==> config.mk <==
export PLATFORM = sky130hd
export DESIGN_NAME = rsc_top
export DESIGN_NICKNAME = d
export VERILOG_FILES = /design/src/logic/rsc_pkg.sv /design/src/logic/rsc_edge.sv /design/src/logic/rsc_tick.sv /design/src/logic/rsc_top.sv
export VERILOG_INCLUDE_DIRS = /design/src /design/src/logic
export SDC_FILE = /design/constraint.sdc
export NUM_CORES = 1
export LEC_CHECK = 0
export BUFFER_PORTS_ARGS = -buffer_cell sky130_fd_sc_hd__buf_2
export CORE_MARGIN = 1.5
export CORE_UTILIZATION = 45
export CTS_BUF_LIST = sky130_fd_sc_hd__clkbuf_16
export DETAILED_ROUTE_END_ITERATION = 6
export PLACE_DENSITY = 0.68
export SLEW_MARGIN = 10
export SYNTH_ARGS = -nofsm -noshare
export SYNTH_HDL_FRONTEND = slang
export SYNTH_SLANG_ARGS = --single-unit
==> constraint.sdc <==
create_clock -name clk_i -period 3.9 [get_ports clk_i]
set_input_delay 0.975 -clock clk_i [delete_from_list [all_inputs] [get_ports clk_i]]
set_output_delay 0.975 -clock clk_i [all_outputs]
set_load 0.02 [all_outputs]
==> src/logic/rsc_cfg.svh <==
// Constants of the roller-shutter relay controller: offsets, fields,
// reset values and timing counts. Included by bare name.
`ifndef RSC_CFG_SVH
`define RSC_CFG_SVH

// Timing
`define RSC_CLK_HZ        100000000
`define RSC_TICK_S        1

// Register byte offsets
`define RSC_ADR_CMD       8'h00
`define RSC_ADR_STATUS    8'h04
`define RSC_ADR_DEF_DUR   8'h08
`define RSC_ADR_EVENTS    8'h0C
`define RSC_ADR_CONFIG    8'h10
`define RSC_ADR_LOCK      8'h14

// Command register fields
`define RSC_CMD_OP_LSB    0
`define RSC_CMD_DUR_LSB   16

// Configuration register fields
`define RSC_CFG_TRAVEL_LSB 0
`define RSC_CFG_S1_LSB     8
`define RSC_CFG_S2_LSB     12

// Event bit positions
`define RSC_EV_CHANGE     0
`define RSC_EV_RAISE      1
`define RSC_EV_LOWER      2
`define RSC_EV_START      3
`define RSC_EV_STOP       4

// Reset and join defaults
`define RSC_TRAVEL_DEF    8'h0B
`define RSC_MODE_LATCH    4'h1
`define RSC_MODE_PUSH     4'h3
`define RSC_DEF_DUR_RST   16'h0000
`define RSC_LOCK_RST      1'b1
`define RSC_EXCL_LAST     3'h5

`endif

==> src/logic/rsc_pkg.sv <==
// Types shared by the roller-shutter relay controller.
// Assumes the constants header is included by every user.
package rsc_pkg;

    typedef enum logic [2:0] {
        RSC_CMD_NONE      = 3'h0,
        RSC_CMD_UP        = 3'h1,
        RSC_CMD_DOWN      = 3'h2,
        RSC_CMD_START     = 3'h3,
        RSC_CMD_STOP      = 3'h4,
        RSC_CMD_HOLD      = 3'h5,
        RSC_CMD_HOLD_UP   = 3'h6,
        RSC_CMD_HOLD_DOWN = 3'h7
    } rsc_cmd_t;

    typedef enum logic [1:0] {
        RSC_CODE_STOPPED = 2'h0,
        RSC_CODE_UP      = 2'h1,
        RSC_CODE_DOWN    = 2'h2
    } rsc_code_t;

    typedef enum logic [2:0] {
        RSC_MOT_IDLE  = 3'b001,
        RSC_MOT_RAISE = 3'b010,
        RSC_MOT_LOWER = 3'b100
    } rsc_mot_t;

endpackage

==> src/logic/rsc_edge.sv <==
// Rise and fall detector for a synchronous input level.
// The input is taken as already synchronous to clk_i.
`timescale 1ns/100ps
module rsc_edge (
    input  wire logic clk_i,   // system clock
    input  wire logic rst_i,   // sync reset
    input  wire logic lvl_i,   // input level
    output logic      rise_o,  // low to high
    output logic      fall_o   // high to low
);
    logic prev_q;
    logic prev_d;

    always_comb begin
        prev_d = lvl_i;
        rise_o = lvl_i && !prev_q;
        fall_o = !lvl_i && prev_q;
    end

    // Reset to low so a switch held high at reset counts as a rise
    always_ff @(posedge clk_i) begin
        if (rst_i) begin
            prev_q <= 1'b0;
        end else begin
            prev_q <= prev_d;
        end
    end
endmodule

==> src/logic/rsc_tick.sv <==
// One-second enable pulse divider with a restart input.
// Assumes one clock and a synchronous active-high reset.
`timescale 1ns/100ps
module rsc_tick #(
    parameter int unsigned CYCLES = 100
) (
    input  wire logic clk_i,   // system clock
    input  wire logic rst_i,   // sync reset
    input  wire logic clr_i,   // restart the period
    output logic      tick_o   // one-cycle enable
);
    logic [31:0] cnt_q;
    logic [31:0] cnt_d;
    logic        last;

    always_comb begin
        last = (cnt_q == 32'(CYCLES - 1));
        if (clr_i || last) begin
            cnt_d = 32'h00000000;
        end else begin
            cnt_d = cnt_q + 32'h00000001;
        end
        tick_o = last && !clr_i;
    end

    always_ff @(posedge clk_i) begin
        if (rst_i) begin
            cnt_q <= 32'h00000000;
        end else begin
            cnt_q <= cnt_d;
        end
    end
endmodule

==> src/logic/rsc_top.sv <==
// Roller-shutter relay controller: two relays, local switch inputs,
// commands and settings over a classic Wishbone slave.
// Assumes all inputs synchronous to clk_i; one 100 MHz clock.
//
// Design decisions made here: the address map and the Wishbone interface to the registers.
`timescale 1ns/100ps
`include "rsc_cfg.svh"
// Behaviour
// - On joining, load full travel time setting with default 11 seconds.
// - On joining, first local input defaults to latching switch mode 1.
// - On joining, second local input defaults to push button mode 3.
// - Latching input high: raise if last went down, else lower.
// - Latching input low: stop, both relays off.
// - Each click steps: raise, stop, lower, stop, by last direction.
// - Join on a button press in inclusion; leave after six in exclusion.
// - Motion code: 0 stopped, 1 moving up, 2 moving down.
// - Up starts raising or stops if moving; stop halts any motion.
// - Down starts lowering or stops if moving.
// - Start moves opposite to the preceding motion.
// - Nonzero duration times the relay; zero uses default duration.
// - Default travel duration setting reads 0 until specified.
// - Hold reverses each time, hold up raises, hold down lowers.
// - Output change event whenever either relay changes.
// - Raise or lower begin event when leaving the stopped code.
// - Start and stop request events on those commands.
// - Motion code follows commands only, never local inputs.
// - Settings except default duration writable only while unlocked; lock resets to 1.
module rsc_top
    import rsc_pkg::*;
#(
    parameter int unsigned TICK_CYCLES = `RSC_CLK_HZ * `RSC_TICK_S
) (
    input  wire logic        clk_i,                    // 100 MHz clock
    input  wire logic        rst_i,                    // sync reset, high
    input  wire logic        cyc_i,                    // Wishbone cycle
    input  wire logic        stb_i,                    // Wishbone strobe
    input  wire logic        we_i,                     // write enable
    input  wire logic [7:0]  adr_i,                    // byte address
    input  wire logic [3:0]  sel_i,                    // byte enables
    input  wire logic [31:0] dat_i,                    // write data
    output logic      [31:0] dat_o,                    // read data
    output logic             ack_o,                    // acknowledge
    input  wire logic        latching_switch_input_i,  // first input
    input  wire logic        push_button_input_i,      // second input
    input  wire logic        housing_button_i,         // button on case
    input  wire logic        inclusion_mode_i,         // network adds
    input  wire logic        exclusion_mode_i,         // network removes
    output logic             raise_relay_o,            // raise relay on
    output logic             lower_relay_o,            // lower relay on
    output rsc_code_t        motion_state_o,           // reported code
    output logic             joined_o,                 // in network
    output logic             output_change_event_o,    // relay changed
    output logic             raise_begin_event_o,      // stopped to up
    output logic             lower_begin_event_o,      // stopped to down
    output logic             start_request_event_o,    // start command
    output logic             stop_request_event_o      // stop command
);
    import rsc_pkg::*;

    rsc_mot_t    mot_q,     mot_d;
    rsc_code_t   code_q,    code_d;
    logic        last_up_q, last_up_d;
    logic        timed_q,   timed_d;
    logic        by_cmd_q,  by_cmd_d;
    logic [15:0] left_q,    left_d;
    logic [15:0] def_dur_q, def_dur_d;
    logic [7:0]  travel_q,  travel_d;
    logic [3:0]  s1_mode_q, s1_mode_d;
    logic [3:0]  s2_mode_q, s2_mode_d;
    logic        lock_q,    lock_d;
    logic        joined_q,  joined_d;
    logic [2:0]  excl_q,    excl_d;
    logic [4:0]  evs_q,     evs_d;
    logic [4:0]  ev_q,      ev_d;
    logic        ack_q,     ack_d;
    logic [31:0] dat_q,     dat_d;

    logic        tick;
    logic        restart;
    logic        s1_rise, s1_fall, s2_rise, s2_fall;
    logic        btn_rise;

    rsc_tick #(
        .CYCLES (TICK_CYCLES)
    ) u_tick (
        .clk_i  (clk_i),
        .rst_i  (rst_i),
        .clr_i  (restart),
        .tick_o (tick)
    );

    rsc_edge u_s1 (
        .clk_i  (clk_i),
        .rst_i  (rst_i),
        .lvl_i  (latching_switch_input_i),
        .rise_o (s1_rise),
        .fall_o (s1_fall)
    );

    rsc_edge u_s2 (
        .clk_i  (clk_i),
        .rst_i  (rst_i),
        .lvl_i  (push_button_input_i),
        .rise_o (s2_rise),
        .fall_o (s2_fall)
    );

    rsc_edge u_btn (
        .clk_i  (clk_i),
        .rst_i  (rst_i),
        .lvl_i  (housing_button_i),
        .rise_o (btn_rise),
        .fall_o ()
    );

    logic        wr;
    logic        cmd_v;
    rsc_cmd_t    op;
    logic [15:0] dur;
    logic [15:0] run_dur;
    logic        moving;
    logic        lat_rise, lat_fall, click;
    logic        go_up, go_dn, halt, untimed, from_cmd;
    logic [31:0] wmask;
    logic [31:0] cfg_word, cfg_new;

    always_comb begin
        mot_d     = mot_q;
        code_d    = code_q;
        last_up_d = last_up_q;
        timed_d   = timed_q;
        by_cmd_d  = by_cmd_q;
        left_d    = left_q;
        def_dur_d = def_dur_q;
        travel_d  = travel_q;
        s1_mode_d = s1_mode_q;
        s2_mode_d = s2_mode_q;
        lock_d    = lock_q;
        joined_d  = joined_q;
        excl_d    = excl_q;
        restart   = 1'b0;
        go_up     = 1'b0;
        go_dn     = 1'b0;
        halt      = 1'b0;
        untimed   = 1'b0;
        from_cmd  = 1'b0;
        ev_d      = 5'h00;

        // Bus answers one cycle after the strobe is seen
        ack_d = cyc_i && stb_i && !ack_q;
        wr    = ack_d && we_i;
        wmask = {{8{sel_i[3]}}, {8{sel_i[2]}}, {8{sel_i[1]}}, {8{sel_i[0]}}};
        cmd_v = wr && (adr_i == `RSC_ADR_CMD) && sel_i[0];
        op    = rsc_cmd_t'(dat_i[`RSC_CMD_OP_LSB +: 3]);
        dur   = dat_i[`RSC_CMD_DUR_LSB +: 16];
        moving = (mot_q != RSC_MOT_IDLE);

        // Zero duration falls back to the default, then to full travel
        if (dur != 16'h0000) begin
            run_dur = dur;
        end else if (def_dur_q != 16'h0000) begin
            run_dur = def_dur_q;
        end else begin
            run_dur = {8'h00, travel_q};
        end

        // Local inputs act by their configured modes
        lat_rise = ((s1_mode_q == `RSC_MODE_LATCH) && s1_rise)
                || ((s2_mode_q == `RSC_MODE_LATCH) && s2_rise);
        lat_fall = ((s1_mode_q == `RSC_MODE_LATCH) && s1_fall)
                || ((s2_mode_q == `RSC_MODE_LATCH) && s2_fall);
        click    = ((s1_mode_q == `RSC_MODE_PUSH) && s1_rise)
                || ((s2_mode_q == `RSC_MODE_PUSH) && s2_rise);

        if (cmd_v && (op != RSC_CMD_NONE)) begin
            from_cmd = 1'b1;
            case (op)
                RSC_CMD_UP: begin
                    halt  = moving;
                    go_up = !moving;
                end
                RSC_CMD_DOWN: begin
                    halt  = moving;
                    go_dn = !moving;
                end
                RSC_CMD_START: begin
                    go_up = !last_up_q;
                    go_dn = last_up_q;
                    ev_d[`RSC_EV_START] = 1'b1;
                end
                RSC_CMD_STOP: begin
                    halt = 1'b1;
                    ev_d[`RSC_EV_STOP] = 1'b1;
                end
                RSC_CMD_HOLD: begin
                    go_up   = !last_up_q;
                    go_dn   = last_up_q;
                    untimed = 1'b1;
                end
                RSC_CMD_HOLD_UP: begin
                    go_up   = 1'b1;
                    untimed = 1'b1;
                end
                RSC_CMD_HOLD_DOWN: begin
                    go_dn   = 1'b1;
                    untimed = 1'b1;
                end
                default: begin
                    halt = 1'b0;
                end
            endcase
        end else if (lat_fall) begin
            halt = 1'b1;
        end else if (lat_rise) begin
            go_up = !last_up_q;
            go_dn = last_up_q;
        end else if (click) begin
            halt  = moving;
            go_up = !moving && !last_up_q;
            go_dn = !moving && last_up_q;
        end

        // Local moves run at most one full travel time
        if (!from_cmd) begin
            run_dur = {8'h00, travel_q};
        end

        if (halt) begin
            mot_d   = RSC_MOT_IDLE;
            timed_d = 1'b0;
        end else if (go_up || go_dn) begin
            mot_d     = go_up ? RSC_MOT_RAISE : RSC_MOT_LOWER;
            last_up_d = go_up;
            timed_d   = !untimed;
            left_d    = run_dur;
            restart   = 1'b1;
        end else if (timed_q && moving && tick) begin
            if (left_q <= 16'h0001) begin
                mot_d   = RSC_MOT_IDLE;
                timed_d = 1'b0;
                if (by_cmd_q) begin
                    code_d = RSC_CODE_STOPPED;
                end
            end else begin
                left_d = left_q - 16'h0001;
            end
        end

        // The reported code moves only with commands
        if (from_cmd) begin
            by_cmd_d = 1'b1;
            if (halt) begin
                code_d = RSC_CODE_STOPPED;
            end else if (go_up) begin
                code_d = RSC_CODE_UP;
            end else if (go_dn) begin
                code_d = RSC_CODE_DOWN;
            end
        end else if (halt || go_up || go_dn) begin
            by_cmd_d = 1'b0;
        end

        ev_d[`RSC_EV_CHANGE] = (mot_d != mot_q);
        ev_d[`RSC_EV_RAISE]  = (code_q == RSC_CODE_STOPPED)
                            && (code_d == RSC_CODE_UP);
        ev_d[`RSC_EV_LOWER]  = (code_q == RSC_CODE_STOPPED)
                            && (code_d == RSC_CODE_DOWN);

        // Sticky copies: a new event beats a clear in the same cycle
        evs_d = evs_q;
        if (wr && (adr_i == `RSC_ADR_EVENTS) && sel_i[0]) begin
            evs_d = evs_q & ~dat_i[4:0];
        end
        evs_d = evs_d | ev_d;

        // Settings word, written only while unlocked
        cfg_word = {16'h0000, s2_mode_q, s1_mode_q, travel_q};
        cfg_new  = (cfg_word & ~wmask) | (dat_i & wmask);
        if (wr && (adr_i == `RSC_ADR_CONFIG) && !lock_q) begin
            travel_d  = cfg_new[`RSC_CFG_TRAVEL_LSB +: 8];
            s1_mode_d = cfg_new[`RSC_CFG_S1_LSB +: 4];
            s2_mode_d = cfg_new[`RSC_CFG_S2_LSB +: 4];
        end
        if (wr && (adr_i == `RSC_ADR_LOCK) && sel_i[0]) begin
            lock_d = dat_i[0];
        end
        if (wr && (adr_i == `RSC_ADR_DEF_DUR)) begin
            def_dur_d = (def_dur_q & ~wmask[15:0])
                      | (dat_i[15:0] & wmask[15:0]);
        end

        // Network membership through the housing button
        if (!exclusion_mode_i) begin
            excl_d = 3'h0;
        end
        if (btn_rise && inclusion_mode_i && !joined_q) begin
            joined_d  = 1'b1;
            travel_d  = `RSC_TRAVEL_DEF;
            s1_mode_d = `RSC_MODE_LATCH;
            s2_mode_d = `RSC_MODE_PUSH;
        end else if (btn_rise && exclusion_mode_i && joined_q) begin
            if (excl_q == `RSC_EXCL_LAST) begin
                joined_d = 1'b0;
                excl_d   = 3'h0;
            end else begin
                excl_d = excl_q + 3'h1;
            end
        end

        // Read mux; unmapped addresses read zero and ignore writes
        case (adr_i)
            `RSC_ADR_STATUS:  dat_d = {25'h0000000, joined_q, lock_q,
                                       last_up_q, mot_q[2], mot_q[1],
                                       code_q};
            `RSC_ADR_DEF_DUR: dat_d = {16'h0000, def_dur_q};
            `RSC_ADR_EVENTS:  dat_d = {27'h0000000, evs_q};
            `RSC_ADR_CONFIG:  dat_d = cfg_word;
            `RSC_ADR_LOCK:    dat_d = {31'h00000000, lock_q};
            default:          dat_d = 32'h00000000;
        endcase
        if (!ack_d || we_i) begin
            dat_d = dat_q;
        end
    end

    always_ff @(posedge clk_i) begin
        if (rst_i) begin
            mot_q     <= RSC_MOT_IDLE;
            code_q    <= RSC_CODE_STOPPED;
            last_up_q <= 1'b0;
            timed_q   <= 1'b0;
            by_cmd_q  <= 1'b0;
            left_q    <= 16'h0000;
            def_dur_q <= `RSC_DEF_DUR_RST;
            travel_q  <= `RSC_TRAVEL_DEF;
            s1_mode_q <= `RSC_MODE_LATCH;
            s2_mode_q <= `RSC_MODE_PUSH;
            lock_q    <= `RSC_LOCK_RST;
            joined_q  <= 1'b0;
            excl_q    <= 3'h0;
            evs_q     <= 5'h00;
            ev_q      <= 5'h00;
            ack_q     <= 1'b0;
            dat_q     <= 32'h00000000;
        end else begin
            mot_q     <= mot_d;
            code_q    <= code_d;
            last_up_q <= last_up_d;
            timed_q   <= timed_d;
            by_cmd_q  <= by_cmd_d;
            left_q    <= left_d;
            def_dur_q <= def_dur_d;
            travel_q  <= travel_d;
            s1_mode_q <= s1_mode_d;
            s2_mode_q <= s2_mode_d;
            lock_q    <= lock_d;
            joined_q  <= joined_d;
            excl_q    <= excl_d;
            evs_q     <= evs_d;
            ev_q      <= ev_d;
            ack_q     <= ack_d;
            dat_q     <= dat_d;
        end
    end

    // Relay bits are the one-hot state flops themselves
    assign raise_relay_o         = mot_q[1];
    assign lower_relay_o         = mot_q[2];
    assign motion_state_o        = code_q;
    assign joined_o              = joined_q;
    assign output_change_event_o = ev_q[`RSC_EV_CHANGE];
    assign raise_begin_event_o   = ev_q[`RSC_EV_RAISE];
    assign lower_begin_event_o   = ev_q[`RSC_EV_LOWER];
    assign start_request_event_o = ev_q[`RSC_EV_START];
    assign stop_request_event_o  = ev_q[`RSC_EV_STOP];
    assign ack_o                 = ack_q;
    assign dat_o                 = dat_q;
endmodule
# Word-level counts from Yosys, hierarchy flattened
# Index checks and enable logic that the tools add are counted.
# word_totals
reg_bits	139
inputBits	54
# classes
addsub	3
n_lt_le_gt_ge	1
n_eq_ne	23
mux	57
bitwise	12
reduce_logical	76
# ops
operator	n
16-bit 2-to-1 mux	6
16-bit one-hot mux with 5 select lines	1
16-bit AND	4
1-bit logical AND	35
32-bit by 1-bit adder with 32-bit output (second input constant)	1
32-bit by 27-bit equality test with 1-bit output (second input constant)	1
16-bit NOT	2
16-bit bitwise OR	2
16-bit nonzero test	2
1-bit 2-to-1 mux	27
3-bit 2-to-1 mux	9
2-bit 2-to-1 mux	10
8-bit by 4-bit equality test with 1-bit output (second input constant)	2
8-bit by 5-bit equality test with 1-bit output (second input constant)	2
16-bit by 1-bit less-or-equal comparator with 1-bit output (second input constant)	1
16-bit by 1-bit subtractor with 16-bit output (second input constant)	1
3-bit equality test (second input constant)	5
1-bit logical NOT	13
2-bit nonzero test	5
2-bit OR reduction	5
4-bit by 1-bit equality test with 1-bit output (second input constant)	2
4-bit by 2-bit equality test with 1-bit output (second input constant)	2
8-bit by 3-bit equality test with 1-bit output (second input constant)	1
8-bit logical NOT	1
other kinds (21)	32

# Depth between registers and ports, before layout
# Gate-level depths: netlist (run 1).
# logic_depth
word_depth	24
depth_mapped	11
depth_no_buf	8

# Modules after synthesis
# Synthesis (run 1) repeated with hierarchy kept, for this count alone.
# unflattened
cells_unflattened	768
area_unflattened_um2	6309.8
# modules_own_cells
module	n_inst	cells_per_inst	area_each_um2	seq_area_each_um2
rsc_top	1	583	4663.2	1761.7
rsc_tick	1	173	1530.2	640.6
rsc_edge	3	4	38.8	20.0

# Worst setup path after synthesis (run 1)
# No wires, ideal clock.
# synth_path
path_kind	input -> register
startpoint	in adr_i[1]
endpoint	reg evs_q[0]
setup_ps	132
arrival_time_ps	3103
slack_ps	665
cell_stages	9
path_buffers	1
cell_sequence	or4_4 nor3_4 nand3_2 or2_1 buf_6 and2_4 a211o_1 a2111oi_2 a21oi_1
# synth_via
elab_chain_cells	16
elab_cells_between_ends	23
classes_between	eq/ne: 2; mux: 10; bitwise: 1; reduce/logical: 10
# synth_rtl
element	line	rtl
from (decl)	rsc_top.sv:38	input wire logic [7:0] adr_i,
8-bit logical NOT (no line)	n/a	
1-bit logical AND (2 in series)	rsc_top.sv:153	cmd_v = wr && (adr_i == `RSC_ADR_CMD) && sel_i[0];
1-bit logical AND	rsc_top.sv:175	if (cmd_v && (op != RSC_CMD_NONE)) begin
1-bit 2-to-1 mux	rsc_top.sv:175	
1-bit logical OR	rsc_top.sv:231	end else if (go_up || go_dn) begin
1-bit 2-to-1 mux	rsc_top.sv:231	
1-bit 2-to-1 mux	rsc_top.sv:228	if (halt) begin
1-bit logical NOT	rsc_tick.sv:23	tick_o = last && !clr_i;
1-bit logical AND	rsc_tick.sv:23	
1-bit logical AND	rsc_top.sv:237	end else if (timed_q && moving && tick) begin
3-bit 2-to-1 mux	rsc_top.sv:237	
3-bit 2-to-1 mux	rsc_top.sv:231	
3-bit 2-to-1 mux	rsc_top.sv:228	
3-bit inequality test	rsc_top.sv:263	ev_d[`RSC_EV_CHANGE] = (mot_d != mot_q);
5-bit bitwise OR (*)	rsc_top.sv:274	evs_d = evs_d | ev_d;
to (signal assigned)	rsc_top.sv:359	evs_q <= evs_d;
to (decl)	rsc_top.sv:73	logic [4:0] evs_q, evs_d;
# Every way passes the cells marked *; elsewhere a longest branch is shown, timed or not.
# A chain may end at the register's enable or synchronous reset.

==> reports/metrics.csv, run 1 <==
metric;value;unit
Final Max Tran Viols;0;
share of synthesized cell area in full adder, half adder and majority cells;0.00782;
number of nets still failing antenna checks after routing;0;
Tot GR Track Use;0.228;
leakage power of the design;2.72;nW
mux contribution to synthesized area;0.0447;
Floorplan Core Area;13200;sq um
detailed-route vias per instance;5.56;
weighted congestion reported at the end of routability-driven placement;0.878;
effective utilization at floorplan;0.461;
unrepaired setup endpoints after global routing;no;
dominant combinational cell family by area after synthesis;simple AND/OR/NAND/NOR gates;
register-to-register setup slack;1050;ps
number of antenna violations at the first check in global routing;0;
grt total ovfl;0;
number of enable-type register cells in the synthesized netlist;0;
worst voltage drop across the vdd grid;311;uV
Core Rows;42;
sort of element at the start of the critical path;input port;
via count;5626;
1st-iter DRT viols;341;
ports placed on the boundary;97;
Post CTS Setup Buffer Count;0;
worst-case clock buffer depth;2;
share of final-layout standard cells stronger than drive strength 1;0.160;
#FFs+latches synth;123;
leading area contributor after synthesis;sky130_fd_sc_hd__dfxtp_1;
Pre-Repair DR Iteration Count;7;
synthesized area per cell;8.06;sq um
worst setup skew after layout;9.34;ps
floorplan die height;119;um
CTS Sinks;123;
total design power;3.25;mW
kind of critical path;in -> reg;
max-cap viol count;0;
pin count of the biggest net entering global routing;43;
status;finished, final reports clean;
Netlist cell types;69;
wire length after detailed routing;15500;um
synthesized-area fraction occupied by xor and xnor cells;0.0519;
async set-or-reset flop fraction in the synthesized netlist;0;
critical path required time;4180;ps
TritonCTS clock tree;yes;
prevailing post-synth register cell;sky130_fd_sc_hd__dfxtp_1;
TritonCTS buffer count;17;
capture point of the worst reg-to-reg path;evs_q[0];
worst setup path startpoint;adr_i[1];
number of warnings issued by yosys;0;
count of H-tree levels built during CTS;4;
Synth Area in Compound Gates;0.155;
net count of the finished layout;880;
Critical Path AT;3510;ps
number of hold-slack violations in the final timing report;0;
drt wl/cell;15.3;um
class of the tightest hold or removal check;reg -> reg;
PostCTS Resize Cnt;0;
number of global-route vias before repair;5387;
achievable clock frequency;0.309;GHz
most frequent cells after synthesis;130 x sky130_fd_sc_hd__nor2_1, 123 x sky130_fd_sc_hd__dfxtp_1, 68 x sky130_fd_sc_hd__nand2_1;
simple-gate share of the synthesized area;0.278;
number of failing setup endpoints in the final timing report;0;
crit path capture type;flip-flop;
instance count of the mapped netlist;754;
area enclosed by the die boundary;14200;sq um
DPL Wire Length;11300;um
hold buffer count at cts;0;
min cycle time layout;3230;ps
Post-Route Setup TNS;0;ps
number of remaining DRC errors;0;
maximum fanout along the worst path;8;
number of fill cells;1268;
final worst-path cycle share;0.829;
Pwr per Cell Area;458;nW/um^2
first-pass GRT wire length;26000;um
root buffer cell;sky130_fd_sc_hd__clkbuf_16;
worst slew pin tran;846;ps
most used standard cell by instance count after synthesis;sky130_fd_sc_hd__nor2_1;
port bufs;78;
Clock Pin Slew Worst Setup and Hold Paths;60;ps
sequential share of the synthesized area;0.405;
Layout Area Growth over Synthesis;16.9;%
post-synthesis instance area;6080;sq um
Rel. slew slack;0.436;
Worst Reg-to-Reg Cells;8;
Yosys top cell area share;0.405;
most area-consuming cells after synthesis;sky130_fd_sc_hd__dfxtp_1 41%, sky130_fd_sc_hd__nor2_1 8.0%, sky130_fd_sc_hd__a21oi_1 5.0%;
ANT cells;0;
Die X;119;um
Worst-Skew Late Latency;420;ps
[metal layers]
layer	part of all wire	GRT usage	vias up	wire length, um
met2	0.48	0.375	162	7410
met3	0.052	0.0527	26	811
met4	0.024	0.104	0	369
li1	-	-	2784	-
met5	0	0	-	0
met1	0.45	0.284	2654	6940
[critical path: stages]
cell	delay [ps]
sky130_fd_sc_hd__buf_2	90
sky130_fd_sc_hd__or4_4	550
sky130_fd_sc_hd__nor4b_1	490
sky130_fd_sc_hd__nor2b_1	500
sky130_fd_sc_hd__and3b_1	560
sky130_fd_sc_hd__mux2i_1	260
sky130_fd_sc_hd__nand2_1	80
[per-stage QoR]
| step | util | hold WS (ps) | cells | setup WS [ps] | area, sq um |
|---|---|---|---|---|---|
| 2_1_floorplan | - | 418 | 769 | 665 | 6130 |
| 3_3_place_gp | 0.497 | 430 | 980 | 302 | 6560 |
| 3_5_place_dp | 0.497 | 436 | 980 | 248 | 6560 |
| 4_1_cts | 0.539 | 450 | 1012 | 699 | 7110 |
| 5_1_grt | 0.539 | 471 | 1012 | 471 | 7110 |
| 6_report | 0.539 | 443 | 1012 | 666 | 7110 |
[cells by family after synthesis]
kind of cell | Yosys count
DFF | 123
xor gates and xnor gates | 36
other | 1
muxes | 27
buffers and inverters | 71
AOI/OAI and AO/OA | 147
and+or+nand+nor | 345
adders and majority gates | 4
[cells in the final DEF (no fill, tap or decap), drive strengths merged, types with 7 or more instances in the layout]
master,netlist,layout
clkinv,1,7
a21oi,61,61
nand4,10,10
dfxtp,123,123
nor2,131,131
xor2,21,21
buf,28,92
nor4,16,16
conb,1,16
xnor2,15,15
nor3,24,24
and3,8,8
o21ai,24,24
nand3,35,35
a22oi,11,11
nor2b,10,10
inv,13,17
mux2i,26,26
nand2,68,68
clkbuf,29,17
[final cells by class]
cell class / instances / area (sq um) / share of cell area
clock inverters: 15 / 125 / 0.0176
well taps: 176 / 220 / 0.0310
repair buffers: 92 / 495 / 0.0697
multi-input cells: 575 / 3320 / 0.468
clock buffers: 17 / 425 / 0.0599
flip-flops and latches: 123 / 2460 / 0.347
inverters: 14 / 52.6 / 0.00740
[worst min path at each step]
stage | startpoint | endpoint | slack, ps | depth (start not counted)
6_report | u_tick.cnt_q[0] | u_tick.cnt_q[0] | 440 | 1
2_1_floorplan | u_tick.cnt_q[0] | u_tick.cnt_q[0] | 420 | 1
3_5_place_dp | u_tick.cnt_q[0] | u_tick.cnt_q[0] | 440 | 1
5_1_grt | u_tick.cnt_q[0] | u_tick.cnt_q[0] | 470 | 1
3_3_place_gp | u_tick.cnt_q[0] | u_tick.cnt_q[0] | 430 | 1
4_1_cts | u_tick.cnt_q[0] | u_tick.cnt_q[0] | 450 | 1
[where the power goes]
| group | internal [mW] | switching, mW |
|---|---|---|
| Combinational | 0.172 | 0.285 |
| Sequential | 1.30 | 0.0453 |
| Clock | 0.871 | 0.582 |
| Total | 2.34 | 0.913 |
Power figures use the tool's default switching activity.
==> run 2, diff against run 1 <==
clock period = 3.2 ns   (was 3.9 ns; I/O delays follow)
==> reports/metrics.csv, run 2 (same netlist as run 1, synthesis figures left out) <==
metric;value;unit;change
minimum hold slack;453;ps;+9.86 ps
ANT cells;0;;unchanged
min cycle time layout;2870;ps;
number of global-route vias before repair;5527;;+2.6%
TritonCTS clock tree;yes;;
Setup WS post-layout;329;ps;-337 ps
root buffer cell;sky130_fd_sc_hd__clkbuf_16;;
floorplan die height;119;um;unchanged
Floorplan Core Area;13200;sq um;unchanged
CTS Sinks;123;;unchanged
maximum cell stage delay along the critical path;550;ps;about the same
number of antenna violations at the first check in global routing;0;;unchanged
number of failing setup endpoints in the final timing report;0;;unchanged
Die X;119;um;unchanged
worst-path cell with the longest stage delay;sky130_fd_sc_hd__or4_4;;
detailed-route vias per instance;5.47;;-1.5%
port bufs;78;;unchanged
startpoint of the lowest-slack register-to-register path;left_q[2];;
Worst-Skew Late Latency;420;ps;about the same
first-pass GRT wire length;26200;um;+0.82%
Core Rows;42;;unchanged
final cell area excluding filler cells;7270;sq um;+2.4%
hold-critical path endpoint;u_tick.cnt_q[0];;
Post CTS Setup Buffer Count;0;;unchanged
grt total ovfl;0;;unchanged
sort of element at the start of the critical path;input port;;
number of remaining DRC errors;0;;unchanged
max-cap viol count;0;;unchanged
unrepaired setup endpoints after global routing;no;;
Placed Area;6730;sq um;+2.7%
register-to-register setup slack;400;ps;-650 ps
net count of the finished layout;900;;+2.3%
worst-case clock buffer depth;2;;unchanged
weighted congestion reported at the end of routability-driven placement;0.877;;-0.16%
worst voltage drop across the vdd grid;407;uV;+31%
critical path required time;3480;ps;-700 ps
ports placed on the boundary;97;;unchanged
number of hold-slack violations in the final timing report;0;;unchanged
pin count of the biggest net entering global routing;33;;-23%
TritonCTS buffer count;17;;unchanged
Hold Crit Start;u_tick.cnt_q[0];;
wire length after detailed routing;15900;um;+2.2%
Clock Pin Slew Worst Setup and Hold Paths;60;ps;about the same
pre-CTS worst setup slack;-72.0;ps;-320 ps
status;finished, final reports clean;;
maximum fanout along the worst path;6;;-2
worst slew pin tran;702;ps;-144 ps
kind of critical path;in -> reg;;
Final Max Tran Viols;0;;unchanged
highest-count cells in the layout ignoring fill and taps;130 x sky130_fd_sc_hd__nor2_1, 123 x sky130_fd_sc_hd__dfxtp_1, 78 x sky130_fd_sc_hd__buf_2;;
number of nets still failing antenna checks after routing;0;;unchanged
capture point of the worst reg-to-reg path;evs_q[0];;
DPL Wire Length;11700;um;+3.8%
Pwr per Cell Area;547;nW/um^2;+20%
effective utilization at floorplan;0.461;;unchanged
Tot GR Track Use;0.230;;+0.00193
Core Util, Final;0.551;;+0.0127
worst setup skew after layout;9.10;ps;-0.240 ps
hold buffer count at cts;0;;unchanged
list of cells traversed by the critical path;buf_2, or4_4, nor3_4, nand3_2, buf_4, nor2b_1, nor2_1, a211o_1, a2111oi_2, a21oi_1;;
total instance count after detailed placement;1000;;+2.0%
leading cell type in the layout, fill and taps excluded;sky130_fd_sc_hd__nor2_1;;
1st-iter DRT viols;275;;-19%
via count;5649;;+0.41%
class of the tightest hold or removal check;reg -> reg;;
drt wl/cell;15.4;um;+0.22%
final worst-path cycle share;0.897;;
area enclosed by the die boundary;14200;sq um;unchanged
depth of the worst hold-timing path;1;;unchanged
achievable clock frequency;0.348;GHz;
Rel. slew slack;0.526;;+0.0899
final cell count without fillers;1032;;+2.0%
Layout Area Growth over Synthesis;19.7;%;
leakage power of the design;2.83;nW;+4.1%
count of H-tree levels built during CTS;4;;unchanged
crit path capture type;flip-flop;;
Pre-Repair DR Iteration Count;5;;-2
Critical Path AT;3150;ps;-360 ps
share of final-layout standard cells stronger than drive strength 1;0.182;;+0.0220
Worst Reg-to-Reg Cells;8;;unchanged
PostCTS Resize Cnt;0;;unchanged
## run 2: changes by cell type in the layout (fill, tap and decap cells not counted)
cell                         previous run  this run
sky130_fd_sc_hd__buf_12                 0         2
sky130_fd_sc_hd__buf_4                 14        32
sky130_fd_sc_hd__bufinv_16              1         0
sky130_fd_sc_hd__clkinv_4               2         4
sky130_fd_sc_hd__clkinvlp_4             4         3
sky130_fd_sc_hd__clkinv_1               3         1
sky130_fd_sc_hd__inv_8                  0         1
sky130_fd_sc_hd__inv_6                  3         4
## run 2: final cells by class
type / count / area, sq um
Fill cell: 1262 / 5920
Multi-Input combinational cell: 575 / 3320
Sequential cell: 123 / 2460
Timing Repair Buffer: 112 / 671
Clock buffer: 17 / 425
Tap cell: 176 / 220
Clock inverter: 15 / 118
Inverter: 14 / 52.6
## run 2: how the worst max path moves through the flow
| stage | startpoint | cells after the start | to | slack (ps) |
|---|---|---|---|---|
| final | adr_i[1] | 10 | evs_q[0] | 330 |
| after global routing | adr_i[1] | 10 | evs_q[0] | 200 |
| after CTS | adr_i[1] | 10 | evs_q[0] | 360 |
| after detailed placement | adr_i[1] | 10 | evs_q[0] | -70 |
| after global placement | adr_i[1] | 10 | evs_q[0] | -30 |
| after floorplan | adr_i[1] | 9 | evs_q[0] | 140 |
## run 2: power by group
part | internal (mW) | total, mW | switching (mW)
clock | 1.00 | 1.76 | 0.759
combinational | 0.232 | 0.585 | 0.353
sequential | 1.58 | 1.64 | 0.0559
total | 2.81 | 3.98 | 1.17
## run 2: per-layer routing
| layer | vias up | global-route usage | part of all wire |
|---|---|---|---|
| met1 | 2638 | 0.286 | 0.44 |
| met2 | 167 | 0.387 | 0.49 |
| li1 | 2819 | - | - |
| met5 | - | 0 | 0 |
| met3 | 25 | 0.0599 | 0.052 |
| met4 | 0 | 0.0791 | 0.020 |
## run 2: critical path: cells and delay by family
family | cells | cell delay, ps
compound gates | 3 | 890
simple gates | 5 | 1150
buf+inv | 2 | 310
## run 2: through the flow
step	power, mW	TNS (ps)
finish	3.98	0
global route	4.14	0
CTS	4.01	0
detailed placement	2.25	-96.0
global placement	2.24	-32.6
floorplan	2.08	0
